<file path="config.mk">
export PLATFORM = sky130hd
export DESIGN_NAME = gpm_pad_mode
export DESIGN_NICKNAME = d
export VERILOG_FILES = /design/src/design/gpm_host_mux.v /design/src/design/gpm_pad_cell.v /design/src/design/gpm_pad_mode.v
export VERILOG_INCLUDE_DIRS = /design/src /design/src/design
export SDC_FILE = /design/constraint.sdc
export NUM_CORES = 1
export LEC_CHECK = 0
export ABC_AREA = 0
export BUFFER_PORTS_ARGS = -buffer_cell sky130_fd_sc_hd__buf_2
export CAP_MARGIN = 20
export CELL_PAD_IN_SITES_DETAIL_PLACEMENT = 1
export CELL_PAD_IN_SITES_GLOBAL_PLACEMENT = 1
export CORE_AREA = 5 5 125 127
export CTS_CLUSTER_SIZE = 8
export DETAILED_ROUTE_END_ITERATION = 8
export DIE_AREA = 0 0 130 132
export PLACE_DENSITY_LB_ADDON = 0.1
export SYNTH_ARGS = -nofsm -noshare
export SYNTH_HDL_FRONTEND = slang
export SYNTH_SLANG_ARGS = --single-unit
</file>
<file path="constraint.sdc">
create_clock -name clk_sys_in -period 1.5 [get_ports clk_sys_in]
set_input_delay 0.225 -clock clk_sys_in [delete_from_list [all_inputs] [get_ports clk_sys_in]]
set_output_delay 0.225 -clock clk_sys_in [all_outputs]
set_load 0.01 [all_outputs]
</file>
<file path="src/design/gpm_consts.vh">
// Constants for the pad mode block: register addresses, reset values,
// mode encodings and host interface select codes.
// Assumes the processor register space is an 8-bit address, 8-bit data space.
// Operation
// - Two mode registers and value register per port.
// - Mode bits A,B pick drain, quasi, input, push-pull.
// - Reset leaves every port 3 and port 7 pin quasi-bidirectional.
// - Value write sets outputs, read returns pins.
// - Open-drain value zero pulls pin low.
// - Open-drain value one leaves pin floating.
// - Quasi write pulses strong pull-up one cycle.
// - Quasi hold enable follows sensed pad level.
// - Quasi very weak pull-up follows value bit.
// - High-impedance input connects no pull elements.
// - Push-pull drives value; read returns output value.
// - Hard power down forces port 7 quasi.
// - Hard power down forces port 3 quasi.
// - Processor power down forces interrupt-0 hold on.
// - Two-bit host select loaded from select pads.
// - I2C select makes clock, data open-drain.
// - Fast UART select: receive input, transmit push-pull.
// - SPI select: three inputs, MISO push-pull.
`ifndef GPM_CONSTS_VH
`define GPM_CONSTS_VH

// Register addresses in the processor register space.
`define GPM_ADDR_P3_VALUE   8'hb0
`define GPM_ADDR_P7_MODE_A  8'hf4
`define GPM_ADDR_P7_MODE_B  8'hf5
`define GPM_ADDR_P7_VALUE   8'hf7
`define GPM_ADDR_P3_MODE_A  8'hfc
`define GPM_ADDR_P3_MODE_B  8'hfd
`define GPM_ADDR_HOST_CFG   8'hab

// Reset values.
`define GPM_RST_MODE_A      8'hff
`define GPM_RST_MODE_B      8'h00
`define GPM_RST_VALUE       8'hff
`define GPM_RST_HOST_CFG    8'h00
`define GPM_RDATA_UNMAPPED  8'h00

// Host select field position and codes.
`define GPM_HOST_SEL_LSB    0
`define GPM_HOST_SEL_HSU    2'h0
`define GPM_HOST_SEL_I2C    2'h1
`define GPM_HOST_SEL_SPI    2'h2

// Interrupt-0 pin index within port 3.
`define GPM_INT0_BIT        2

`endif

</file>
<file path="src/design/gpm_host_mux.v">
// Mode bits for the four host interface pads from the host select field.
// Assumes pad 0 = SDA/NSS/UART receive, pad 1 = SCL/MISO/UART transmit,
// pad 2 = MOSI, pad 3 = SCK.
`timescale 1ns/1ps
`default_nettype none
`include "gpm_consts.vh"
module gpm_host_mux (
    // Select.
    input  wire [1:0] host_sel_in,
    // Per-pad mode bits.
    output reg  [3:0] mode_a_out,
    output reg  [3:0] mode_b_out
);
    // One interface at a time; unused pads sit as inputs.
    always @* begin
        mode_a_out = 4'h0;
        mode_b_out = 4'hf;
        case (host_sel_in)
            `GPM_HOST_SEL_I2C: begin
                mode_a_out = 4'h0;
                mode_b_out = 4'hc;
            end
            `GPM_HOST_SEL_HSU: begin
                mode_a_out = 4'h2;
                mode_b_out = 4'hf;
            end
            `GPM_HOST_SEL_SPI: begin
                mode_a_out = 4'h2;
                mode_b_out = 4'hf;
            end
            default: begin
                mode_a_out = 4'h0;
                mode_b_out = 4'hf;
            end
        endcase
    end
endmodule
`default_nettype wire

</file>
<file path="src/design/gpm_pad_cell.v">
// Drive decode for one pad from its two mode bits and its value bit.
// Assumes the pad cell outside resolves drive, hold and pull-up enables.
`timescale 1ns/1ps
`default_nettype none
module gpm_pad_cell (
    // Configuration.
    input  wire mode_a_in,
    input  wire mode_b_in,
    input  wire value_in,
    input  wire strong_pulse_in,
    // Overrides.
    input  wire force_quasi_in,
    input  wire force_hold_in,
    // Pad sense.
    input  wire pad_level_in,
    // Pad controls.
    output reg  pin_out_out,
    output reg  pin_oe_out,
    output reg  pull_down_en_n_out,
    output reg  weak_hold_out,
    output reg  very_weak_pu_out,
    output reg  read_level_out
);
    // Mode decode; only this pin's own bits are used.
    always @* begin
        pin_out_out      = 1'b0;
        pin_oe_out       = 1'b0;
        weak_hold_out    = 1'b0;
        very_weak_pu_out = 1'b0;
        read_level_out   = pad_level_in;
        if (force_quasi_in) begin
            // Power-down quasi: no strong drive, pull-up on, hold follows pad.
            very_weak_pu_out = 1'b1;
            weak_hold_out    = pad_level_in;
        end else begin
            case ({mode_b_in, mode_a_in})
                2'h0: begin
                    // Open drain: zero pulls low, one floats.
                    pin_oe_out = ~value_in;
                end
                2'h1: begin
                    // Quasi: strong one for the write pulse, strong zero when cleared.
                    pin_out_out      = strong_pulse_in;
                    pin_oe_out       = strong_pulse_in | ~value_in;
                    weak_hold_out    = pad_level_in;
                    very_weak_pu_out = value_in;
                end
                2'h2: begin
                    // High-impedance input: nothing connected.
                    pin_oe_out = 1'b0;
                end
                default: begin
                    // Push-pull: continuous drive, read back the output value.
                    pin_out_out    = value_in;
                    pin_oe_out     = 1'b1;
                    read_level_out = value_in;
                end
            endcase
        end
        if (force_hold_in) begin
            weak_hold_out = 1'b1;
        end
        pull_down_en_n_out = ~(pin_oe_out & ~pin_out_out);
    end
endmodule
`default_nettype wire

</file>
<file path="src/design/gpm_pad_mode.v">
// Pad mode controller for general purpose ports 3 and 7 and the host pads.
// Holds the mode and value registers in the processor register space and
// decodes them into per-pad drive, hold and pull-up controls.
// Assumes one-cycle write and read strobes synchronous to clk_sys_in.
`timescale 1ns/1ps
`default_nettype none
`include "gpm_consts.vh"
module gpm_pad_mode #(
    parameter P3_PINS = 6,
    parameter P7_PINS = 3
) (
    // Clock and reset.
    input  wire               clk_sys_in,
    input  wire               rst_in,
    // Processor register access.
    input  wire [7:0]         sfr_addr_in,
    input  wire [7:0]         sfr_wdata_in,
    input  wire               sfr_wr_in,
    input  wire               sfr_rd_in,
    output reg  [7:0]         sfr_rdata_out,
    // Power state.
    input  wire               hard_power_down_in,
    input  wire               processor_power_down_in,
    // Port 3 pads.
    input  wire [P3_PINS-1:0] p3_pad_level_in,
    output wire [P3_PINS-1:0] p3_pin_out,
    output wire [P3_PINS-1:0] p3_pin_oe_out,
    output wire [P3_PINS-1:0] p3_pull_down_en_n_out,
    output wire [P3_PINS-1:0] p3_weak_hold_out,
    output wire [P3_PINS-1:0] p3_very_weak_pu_out,
    // Port 7 pads.
    input  wire [P7_PINS-1:0] p7_pad_level_in,
    output wire [P7_PINS-1:0] p7_pin_out,
    output wire [P7_PINS-1:0] p7_pin_oe_out,
    output wire [P7_PINS-1:0] p7_pull_down_en_n_out,
    output wire [P7_PINS-1:0] p7_weak_hold_out,
    output wire [P7_PINS-1:0] p7_very_weak_pu_out,
    // Host interface pads.
    input  wire [3:0]         host_pad_value_in,
    input  wire [3:0]         host_pad_level_in,
    output wire [3:0]         host_pin_out,
    output wire [3:0]         host_pin_oe_out,
    output wire [3:0]         host_pull_down_en_n_out,
    output wire [3:0]         host_weak_hold_out,
    output wire [3:0]         host_very_weak_pu_out,
    output wire [1:0]         host_sel_out
);

    // Register state.
    reg  [7:0]         p3_mode_a_q;
    reg  [7:0]         p3_mode_b_q;
    reg  [7:0]         p3_value_q;
    reg  [7:0]         p7_mode_a_q;
    reg  [7:0]         p7_mode_b_q;
    reg  [7:0]         p7_value_q;
    reg  [7:0]         host_cfg_q;
    reg  [7:0]         p3_pulse_q;
    reg  [7:0]         p7_pulse_q;
    reg  [7:0]         rdata_d;

    // Per-pin read levels from the pad decoders, host pad mode bits and readback words.
    wire [P3_PINS-1:0] p3_read_level;
    wire [P7_PINS-1:0] p7_read_level;
    wire [3:0]         host_mode_a;
    wire [3:0]         host_mode_b;
    wire [7:0]         p3_read_word;
    wire [7:0]         p7_read_word;

    // Write strobes for the two value registers.
    wire               wr_p3_value;
    wire               wr_p7_value;

    assign wr_p3_value = sfr_wr_in && (sfr_addr_in == `GPM_ADDR_P3_VALUE);
    assign wr_p7_value = sfr_wr_in && (sfr_addr_in == `GPM_ADDR_P7_VALUE);

    // Register writes; reset leaves all port 3 and port 7 pins quasi-bidirectional.
    always @(posedge clk_sys_in) begin
        if (rst_in) begin
            p3_mode_a_q <= `GPM_RST_MODE_A;
            p3_mode_b_q <= `GPM_RST_MODE_B;
            p3_value_q  <= `GPM_RST_VALUE;
            p7_mode_a_q <= `GPM_RST_MODE_A;
            p7_mode_b_q <= `GPM_RST_MODE_B;
            p7_value_q  <= `GPM_RST_VALUE;
            host_cfg_q  <= `GPM_RST_HOST_CFG;
        end else if (sfr_wr_in) begin
            // Six per-port registers, one bit per pin, and the host configuration register.
            case (sfr_addr_in)
                `GPM_ADDR_P3_MODE_A: begin
                    p3_mode_a_q <= sfr_wdata_in;
                end
                `GPM_ADDR_P3_MODE_B: begin
                    p3_mode_b_q <= sfr_wdata_in;
                end
                `GPM_ADDR_P3_VALUE: begin
                    p3_value_q <= sfr_wdata_in;
                end
                `GPM_ADDR_P7_MODE_A: begin
                    p7_mode_a_q <= sfr_wdata_in;
                end
                `GPM_ADDR_P7_MODE_B: begin
                    p7_mode_b_q <= sfr_wdata_in;
                end
                `GPM_ADDR_P7_VALUE: begin
                    p7_value_q <= sfr_wdata_in;
                end
                `GPM_ADDR_HOST_CFG: begin
                    host_cfg_q <= sfr_wdata_in;
                end
                default: begin
                    host_cfg_q <= host_cfg_q;
                end
            endcase
        end
    end

    // Strong pull-up pulse: one clock after a value write, for quasi pins
    // written with one; it clears itself on the next edge.
    always @(posedge clk_sys_in) begin
        if (rst_in) begin
            p3_pulse_q <= 8'h00;
            p7_pulse_q <= 8'h00;
        end else begin
            p3_pulse_q <= {8{wr_p3_value}} & sfr_wdata_in & p3_mode_a_q & ~p3_mode_b_q;
            p7_pulse_q <= {8{wr_p7_value}} & sfr_wdata_in & p7_mode_a_q & ~p7_mode_b_q;
        end
    end

    // Port 3 pads; interrupt-0 pin gets the processor power-down hold.
    genvar n;
    generate
        for (n = 0; n < P3_PINS; n = n + 1) begin : g_p3
            gpm_pad_cell u_cell (
                .mode_a_in          (p3_mode_a_q[n]),
                .mode_b_in          (p3_mode_b_q[n]),
                .value_in           (p3_value_q[n]),
                .strong_pulse_in    (p3_pulse_q[n]),
                .force_quasi_in     (hard_power_down_in),
                .force_hold_in      ((n == `GPM_INT0_BIT) && processor_power_down_in),
                .pad_level_in       (p3_pad_level_in[n]),
                .pin_out_out        (p3_pin_out[n]),
                .pin_oe_out         (p3_pin_oe_out[n]),
                .pull_down_en_n_out (p3_pull_down_en_n_out[n]),
                .weak_hold_out      (p3_weak_hold_out[n]),
                .very_weak_pu_out   (p3_very_weak_pu_out[n]),
                .read_level_out     (p3_read_level[n])
            );
        end
    endgenerate

    // Port 7 pads, including the host interrupt pin at index 0.
    generate
        for (n = 0; n < P7_PINS; n = n + 1) begin : g_p7
            gpm_pad_cell u_cell (
                .mode_a_in          (p7_mode_a_q[n]),
                .mode_b_in          (p7_mode_b_q[n]),
                .value_in           (p7_value_q[n]),
                .strong_pulse_in    (p7_pulse_q[n]),
                .force_quasi_in     (hard_power_down_in),
                .force_hold_in      (1'b0),
                .pad_level_in       (p7_pad_level_in[n]),
                .pin_out_out        (p7_pin_out[n]),
                .pin_oe_out         (p7_pin_oe_out[n]),
                .pull_down_en_n_out (p7_pull_down_en_n_out[n]),
                .weak_hold_out      (p7_weak_hold_out[n]),
                .very_weak_pu_out   (p7_very_weak_pu_out[n]),
                .read_level_out     (p7_read_level[n])
            );
        end
    endgenerate

    // Host select field written by firmware from the select pads.
    assign host_sel_out = host_cfg_q[`GPM_HOST_SEL_LSB+1:`GPM_HOST_SEL_LSB];

    // Host pad modes follow the selected interface.
    gpm_host_mux u_host_mux (
        .host_sel_in (host_sel_out),
        .mode_a_out  (host_mode_a),
        .mode_b_out  (host_mode_b)
    );

    // Host pads driven by the selected link's own output values.
    generate
        for (n = 0; n < 4; n = n + 1) begin : g_host
            gpm_pad_cell u_cell (
                .mode_a_in          (host_mode_a[n]),
                .mode_b_in          (host_mode_b[n]),
                .value_in           (host_pad_value_in[n]),
                .strong_pulse_in    (1'b0),
                .force_quasi_in     (1'b0),
                .force_hold_in      (1'b0),
                .pad_level_in       (host_pad_level_in[n]),
                .pin_out_out        (host_pin_out[n]),
                .pin_oe_out         (host_pin_oe_out[n]),
                .pull_down_en_n_out (host_pull_down_en_n_out[n]),
                .weak_hold_out      (host_weak_hold_out[n]),
                .very_weak_pu_out   (host_very_weak_pu_out[n]),
                .read_level_out     ()
            );
        end
    endgenerate

    // Value readback words; bits with no pad read zero.
    generate
        for (n = 0; n < 8; n = n + 1) begin : g_rd
            if (n < P3_PINS) begin : g_p3_on
                assign p3_read_word[n] = p3_read_level[n];
            end else begin : g_p3_off
                assign p3_read_word[n] = 1'b0;
            end
            if (n < P7_PINS) begin : g_p7_on
                assign p7_read_word[n] = p7_read_level[n];
            end else begin : g_p7_off
                assign p7_read_word[n] = 1'b0;
            end
        end
    endgenerate

    // Read mux; unmapped addresses read zero.
    always @* begin
        case (sfr_addr_in)
            `GPM_ADDR_P3_MODE_A: rdata_d = p3_mode_a_q;
            `GPM_ADDR_P3_MODE_B: rdata_d = p3_mode_b_q;
            `GPM_ADDR_P3_VALUE:  rdata_d = p3_read_word;
            `GPM_ADDR_P7_MODE_A: rdata_d = p7_mode_a_q;
            `GPM_ADDR_P7_MODE_B: rdata_d = p7_mode_b_q;
            `GPM_ADDR_P7_VALUE:  rdata_d = p7_read_word;
            `GPM_ADDR_HOST_CFG:  rdata_d = host_cfg_q;
            default:             rdata_d = `GPM_RDATA_UNMAPPED;
        endcase
    end

    // Read data registered on the read strobe, held until the next read.
    always @(posedge clk_sys_in) begin
        if (rst_in) begin
            sfr_rdata_out <= `GPM_RDATA_UNMAPPED;
        end else if (sfr_rd_in) begin
            sfr_rdata_out <= rdata_d;
        end
    end

endmodule
`default_nettype wire
</file>
==> impl_metrics.csv <==
group,metric,value,unit
final_layout,fin_cells,790,
critical_path,path_class,"flip-flop to primary output",
synthesis,synth_area_leader_cell,"dfxtp_1",
route,dr.pass1.iters,5,
pwr,p_comb_share,9.7,%
critical_path,slowest_stage,"a2111o_1",
route,vias,3846,
placement,placed_cells,733,
synthesis,synth_most_common_cell,"buf_4",
synthesis,yosysWarningCount,0,
global_route,grt_pass1_wl,21300,µm
timing,clock.fmax,618,MHz
pwr,power,0.00413,W
timing,skew,0.00470,ns
floorplanning,dieWidth,130,µm
final_layout,final_area,5800,µm²
cts,clk_latency,0.33,ns
cts,cts_made_buffers,9,
route,drc_errors,0,
outcome,failed_checks,"negative setup slack",
final_layout,antenna_cells,0,
outcome,status,"complete, but fails checks",
timing,hold_violations,0,
floorplanning,coreArea,14300,µm²
cts,cts.htree.levels,3,
route,wl_per_cell,17.5,µm
cts,cts_sinks,66,
route,first_iter_violations,127,
critical_path,slowest_delay,0.36,ns
route,ant_nets,0,
global_route,grt_pass1_vias,4052,
pwr,pwr-share-seq,42.0,%
synthesis,synth_area,4200,µm²
synthesis,yosysSeqAreaShare,31.4,%
placement,place.gp.congestion,0.874,
global_route,grt.overflow.total,0,
route,vias_per_cell,4.87,
pwr,ir_worst_vdd,0.398,mV
cts,tritoncts,"done",
placement,io_buffers,92,
global_route,grt_max_degree,28,
critical_path,crit_path_frequent_cell,"buf_6",
floorplanning,fp-row-count,44,
synthesis,ys_ff_latch,66,
critical_path,crit_path_max_fanout,4,
pwr,p_per_area,713,nW/µm²
synthesis,syn_inst,477,
placement,placed_cell_area,4790,µm²
critical_path,worst-endpoint-arrival,1.39,ns
final_layout,nNetsFinal,640,
pwr,swShare,23.8,%
timing,drv_slew,0,
global_route,antenna_found_initial,0,
floorplanning,fp.dieArea,17200,µm²
pwr,p_int,0.00315,W
timing,rsz0062_at_grt,"true",
critical_path,startpoint_type,"flip-flop",
synthesis,yosys-top-cells-area,"dfxtp_1 31%, mux2i_1 13%, buf_4 12%, nand2_1 4.3%, a21oi_1 2.9%",
synthesis,synth_cell_types,52,
worst_hold_path,min_path_type,"input pin to flip-flop",
job,maxCapViolCount,0,
timing,layout_setup_ws,-0.119,ns
critical_path,cp.required,1.27,ns
floorplanning,initial_utilization,29.4,%
route,routed_wl,13800,µm
pwr,p_switching,0.000985,W
synthesis,synth.cells.most_frequent,"67 x buf_4, 66 x dfxtp_1, 53 x mux2i_1",
floorplanning,io_pins,114,
synthesis,synth_top_area_share,31.4,%
final_layout,area_growth,38.0,%
cts,root_buffer,"clkbuf_16",
synthesis,synth_ff_type,"dfxtp_1",
cts,path_clk_slew,0.05,ns
synthesis,synth_edf_count,0,
synthesis,async_flop_share,0,%
critical_path,path_cells,"buf_6 > nor2b_4 > a2111o_1 > buf_6",
floorplanning,die-height,132,µm
pwr,clock_power_share,48.3,%
timing,post-route-period-util,108,%
cts,cts.path.max_buffers,2,
pwr,leakagePower,2.72,nW
global_route,grt_use_total,15.8,%
synthesis,synth_area_per_cell,8.81,µm²
timing,period_minus_slack,1.62,ns
placement,dpl.hpwl,10200,µm
timing,finalSetupViolCount,15,
final_layout,drive_gt1_share,48.8,%
critical_path,crit_path_end_kind,"primary output",
[kinds of logic after synthesis]
| group | Yosys count | synth area share [%] |
|---|---|---|
| multiplexers | 64 | 17.1 |
| AND/OR/NAND/NOR | 167 | 22.1 |
| buffers and inverters | 95 | 15.1 |
| AO/OA/AOI/OAI | 83 | 14.2 |
| flip-flops | 66 | 31.4 |
| other | 2 | 0.179 |
[layer usage]
layer	routed length [µm]	share of wire (%)	up-vias	track usage [%]
li1	-	-	1869	-
met1	6010	43	1879	19.5
met2	7030	51	82	27.6
met3	516	3.7	16	2.63
met4	271	2.0	0	5.37
met5	0	0	-	0
[power groups by stage]
stage          combinational (W)  sequential, W  clock [W]
2_1_floorplan           0.000233        0.00180          0
3_3_place_gp            0.000382        0.00180          0
3_5_place_dp            0.000387        0.00180          0
4_1_cts                 0.000396        0.00174    0.00205
5_1_grt                 0.000435        0.00174    0.00213
6_report                0.000401        0.00174    0.00200
[path summary, 6_finish.rpt]
kind | from | endpoint | slack, ns | cells past startpoint
max | p3_mode_a_q[5]$_SDFFE_PP1P_ | p3_pull_down_en_n_out[5] | -0.12 | 4
min | sfr_wdata_in[6] | p7_mode_a_q[6]$_SDFFE_PP1P_ | 0.19 | 3
max reg2reg | p7_mode_b_q[2]$_SDFFE_PP0P_ | sfr_rdata_out[2]$_SDFFE_PP0P_ | -0.06 | 4
min reg2reg | p7_mode_a_q[7]$_SDFFE_PP1P_ | sfr_rdata_out[7]$_SDFFE_PP0P_ | 0.46 | 2
[registers in the layout, indices dropped and copies added, names as in the netlist, 6 cells and up]
name           count
host_cfg_q         8
p3_mode_a_q        8
p3_mode_b_q        8
p7_mode_a_q        8
p7_mode_b_q        8
sfr_rdata_out      8
p3_pulse_q         6
p3_value_q         6
[critical path: cells and delay by family, from the launching register on]
family / cells / cell delay [ns]
AOI/OAI and AO/OA: 1 / 0.36
DFF: 1 / 0.32
buffers and inverters: 2 / 0.25
and+or+nand+nor: 1 / 0.12
[area by class of cell]
cell class / instances / area, µm²
Clock buffer: 14 / 274
Multi-Input combinational cell: 329 / 2540
Inverter: 4 / 15.0
Sequential cell: 66 / 1390
Timing Repair Buffer: 191 / 1340
Tap cell: 184 / 230
Clock inverter: 2 / 10.0
Fill cell: 1713 / 8520
[per-stage QoR]
stage | hold slack (ns) | util [%] | TNS, ns | setup slack [ns]
CTS | 0.181 | 38.5 | -1.33 | -0.158
finish | 0.189 | 40.5 | -0.837 | -0.119
floorplan | 0.350 | - | -0.00477 | -0.000849
global placement | 0.444 | 33.5 | -6.39 | -0.293
detailed placement | 0.454 | 33.5 | -6.91 | -0.284
global route | 0.216 | 40.5 | -1.91 | -0.167
[cells in the final DEF, fill, tap and decap left out, drive strengths merged, types with 6 or more instances in the layout]
| cell | synthesis | layout |
|---|---|---|
| a2111o | 6 | 6 |
| a21o | 10 | 10 |
| a21oi | 24 | 24 |
| and3 | 12 | 12 |
| buf | 73 | 191 |
| clkbuf | 18 | 14 |
| conb | 2 | 15 |
| dfxtp | 66 | 66 |
| mux2 | 6 | 6 |
| mux2i | 53 | 53 |
| nand2 | 48 | 48 |
| nand2b | 7 | 7 |
| nand3 | 12 | 12 |
| nand3b | 9 | 9 |
| nor2 | 25 | 25 |
| nor2b | 18 | 18 |
| nor3b | 7 | 7 |
| o21a | 8 | 8 |
| o21ai | 13 | 13 |
| or2 | 9 | 9 |
[what timing repair did]
action | CTS | global route
pin swaps | 18 | 26
hold buffers | 0 | 0
setup endpoints to repair | 42 | 44
buffers inserted | 29 | 12
gates resized for setup | 80 | 50
(Power assumes the default switching activity.)
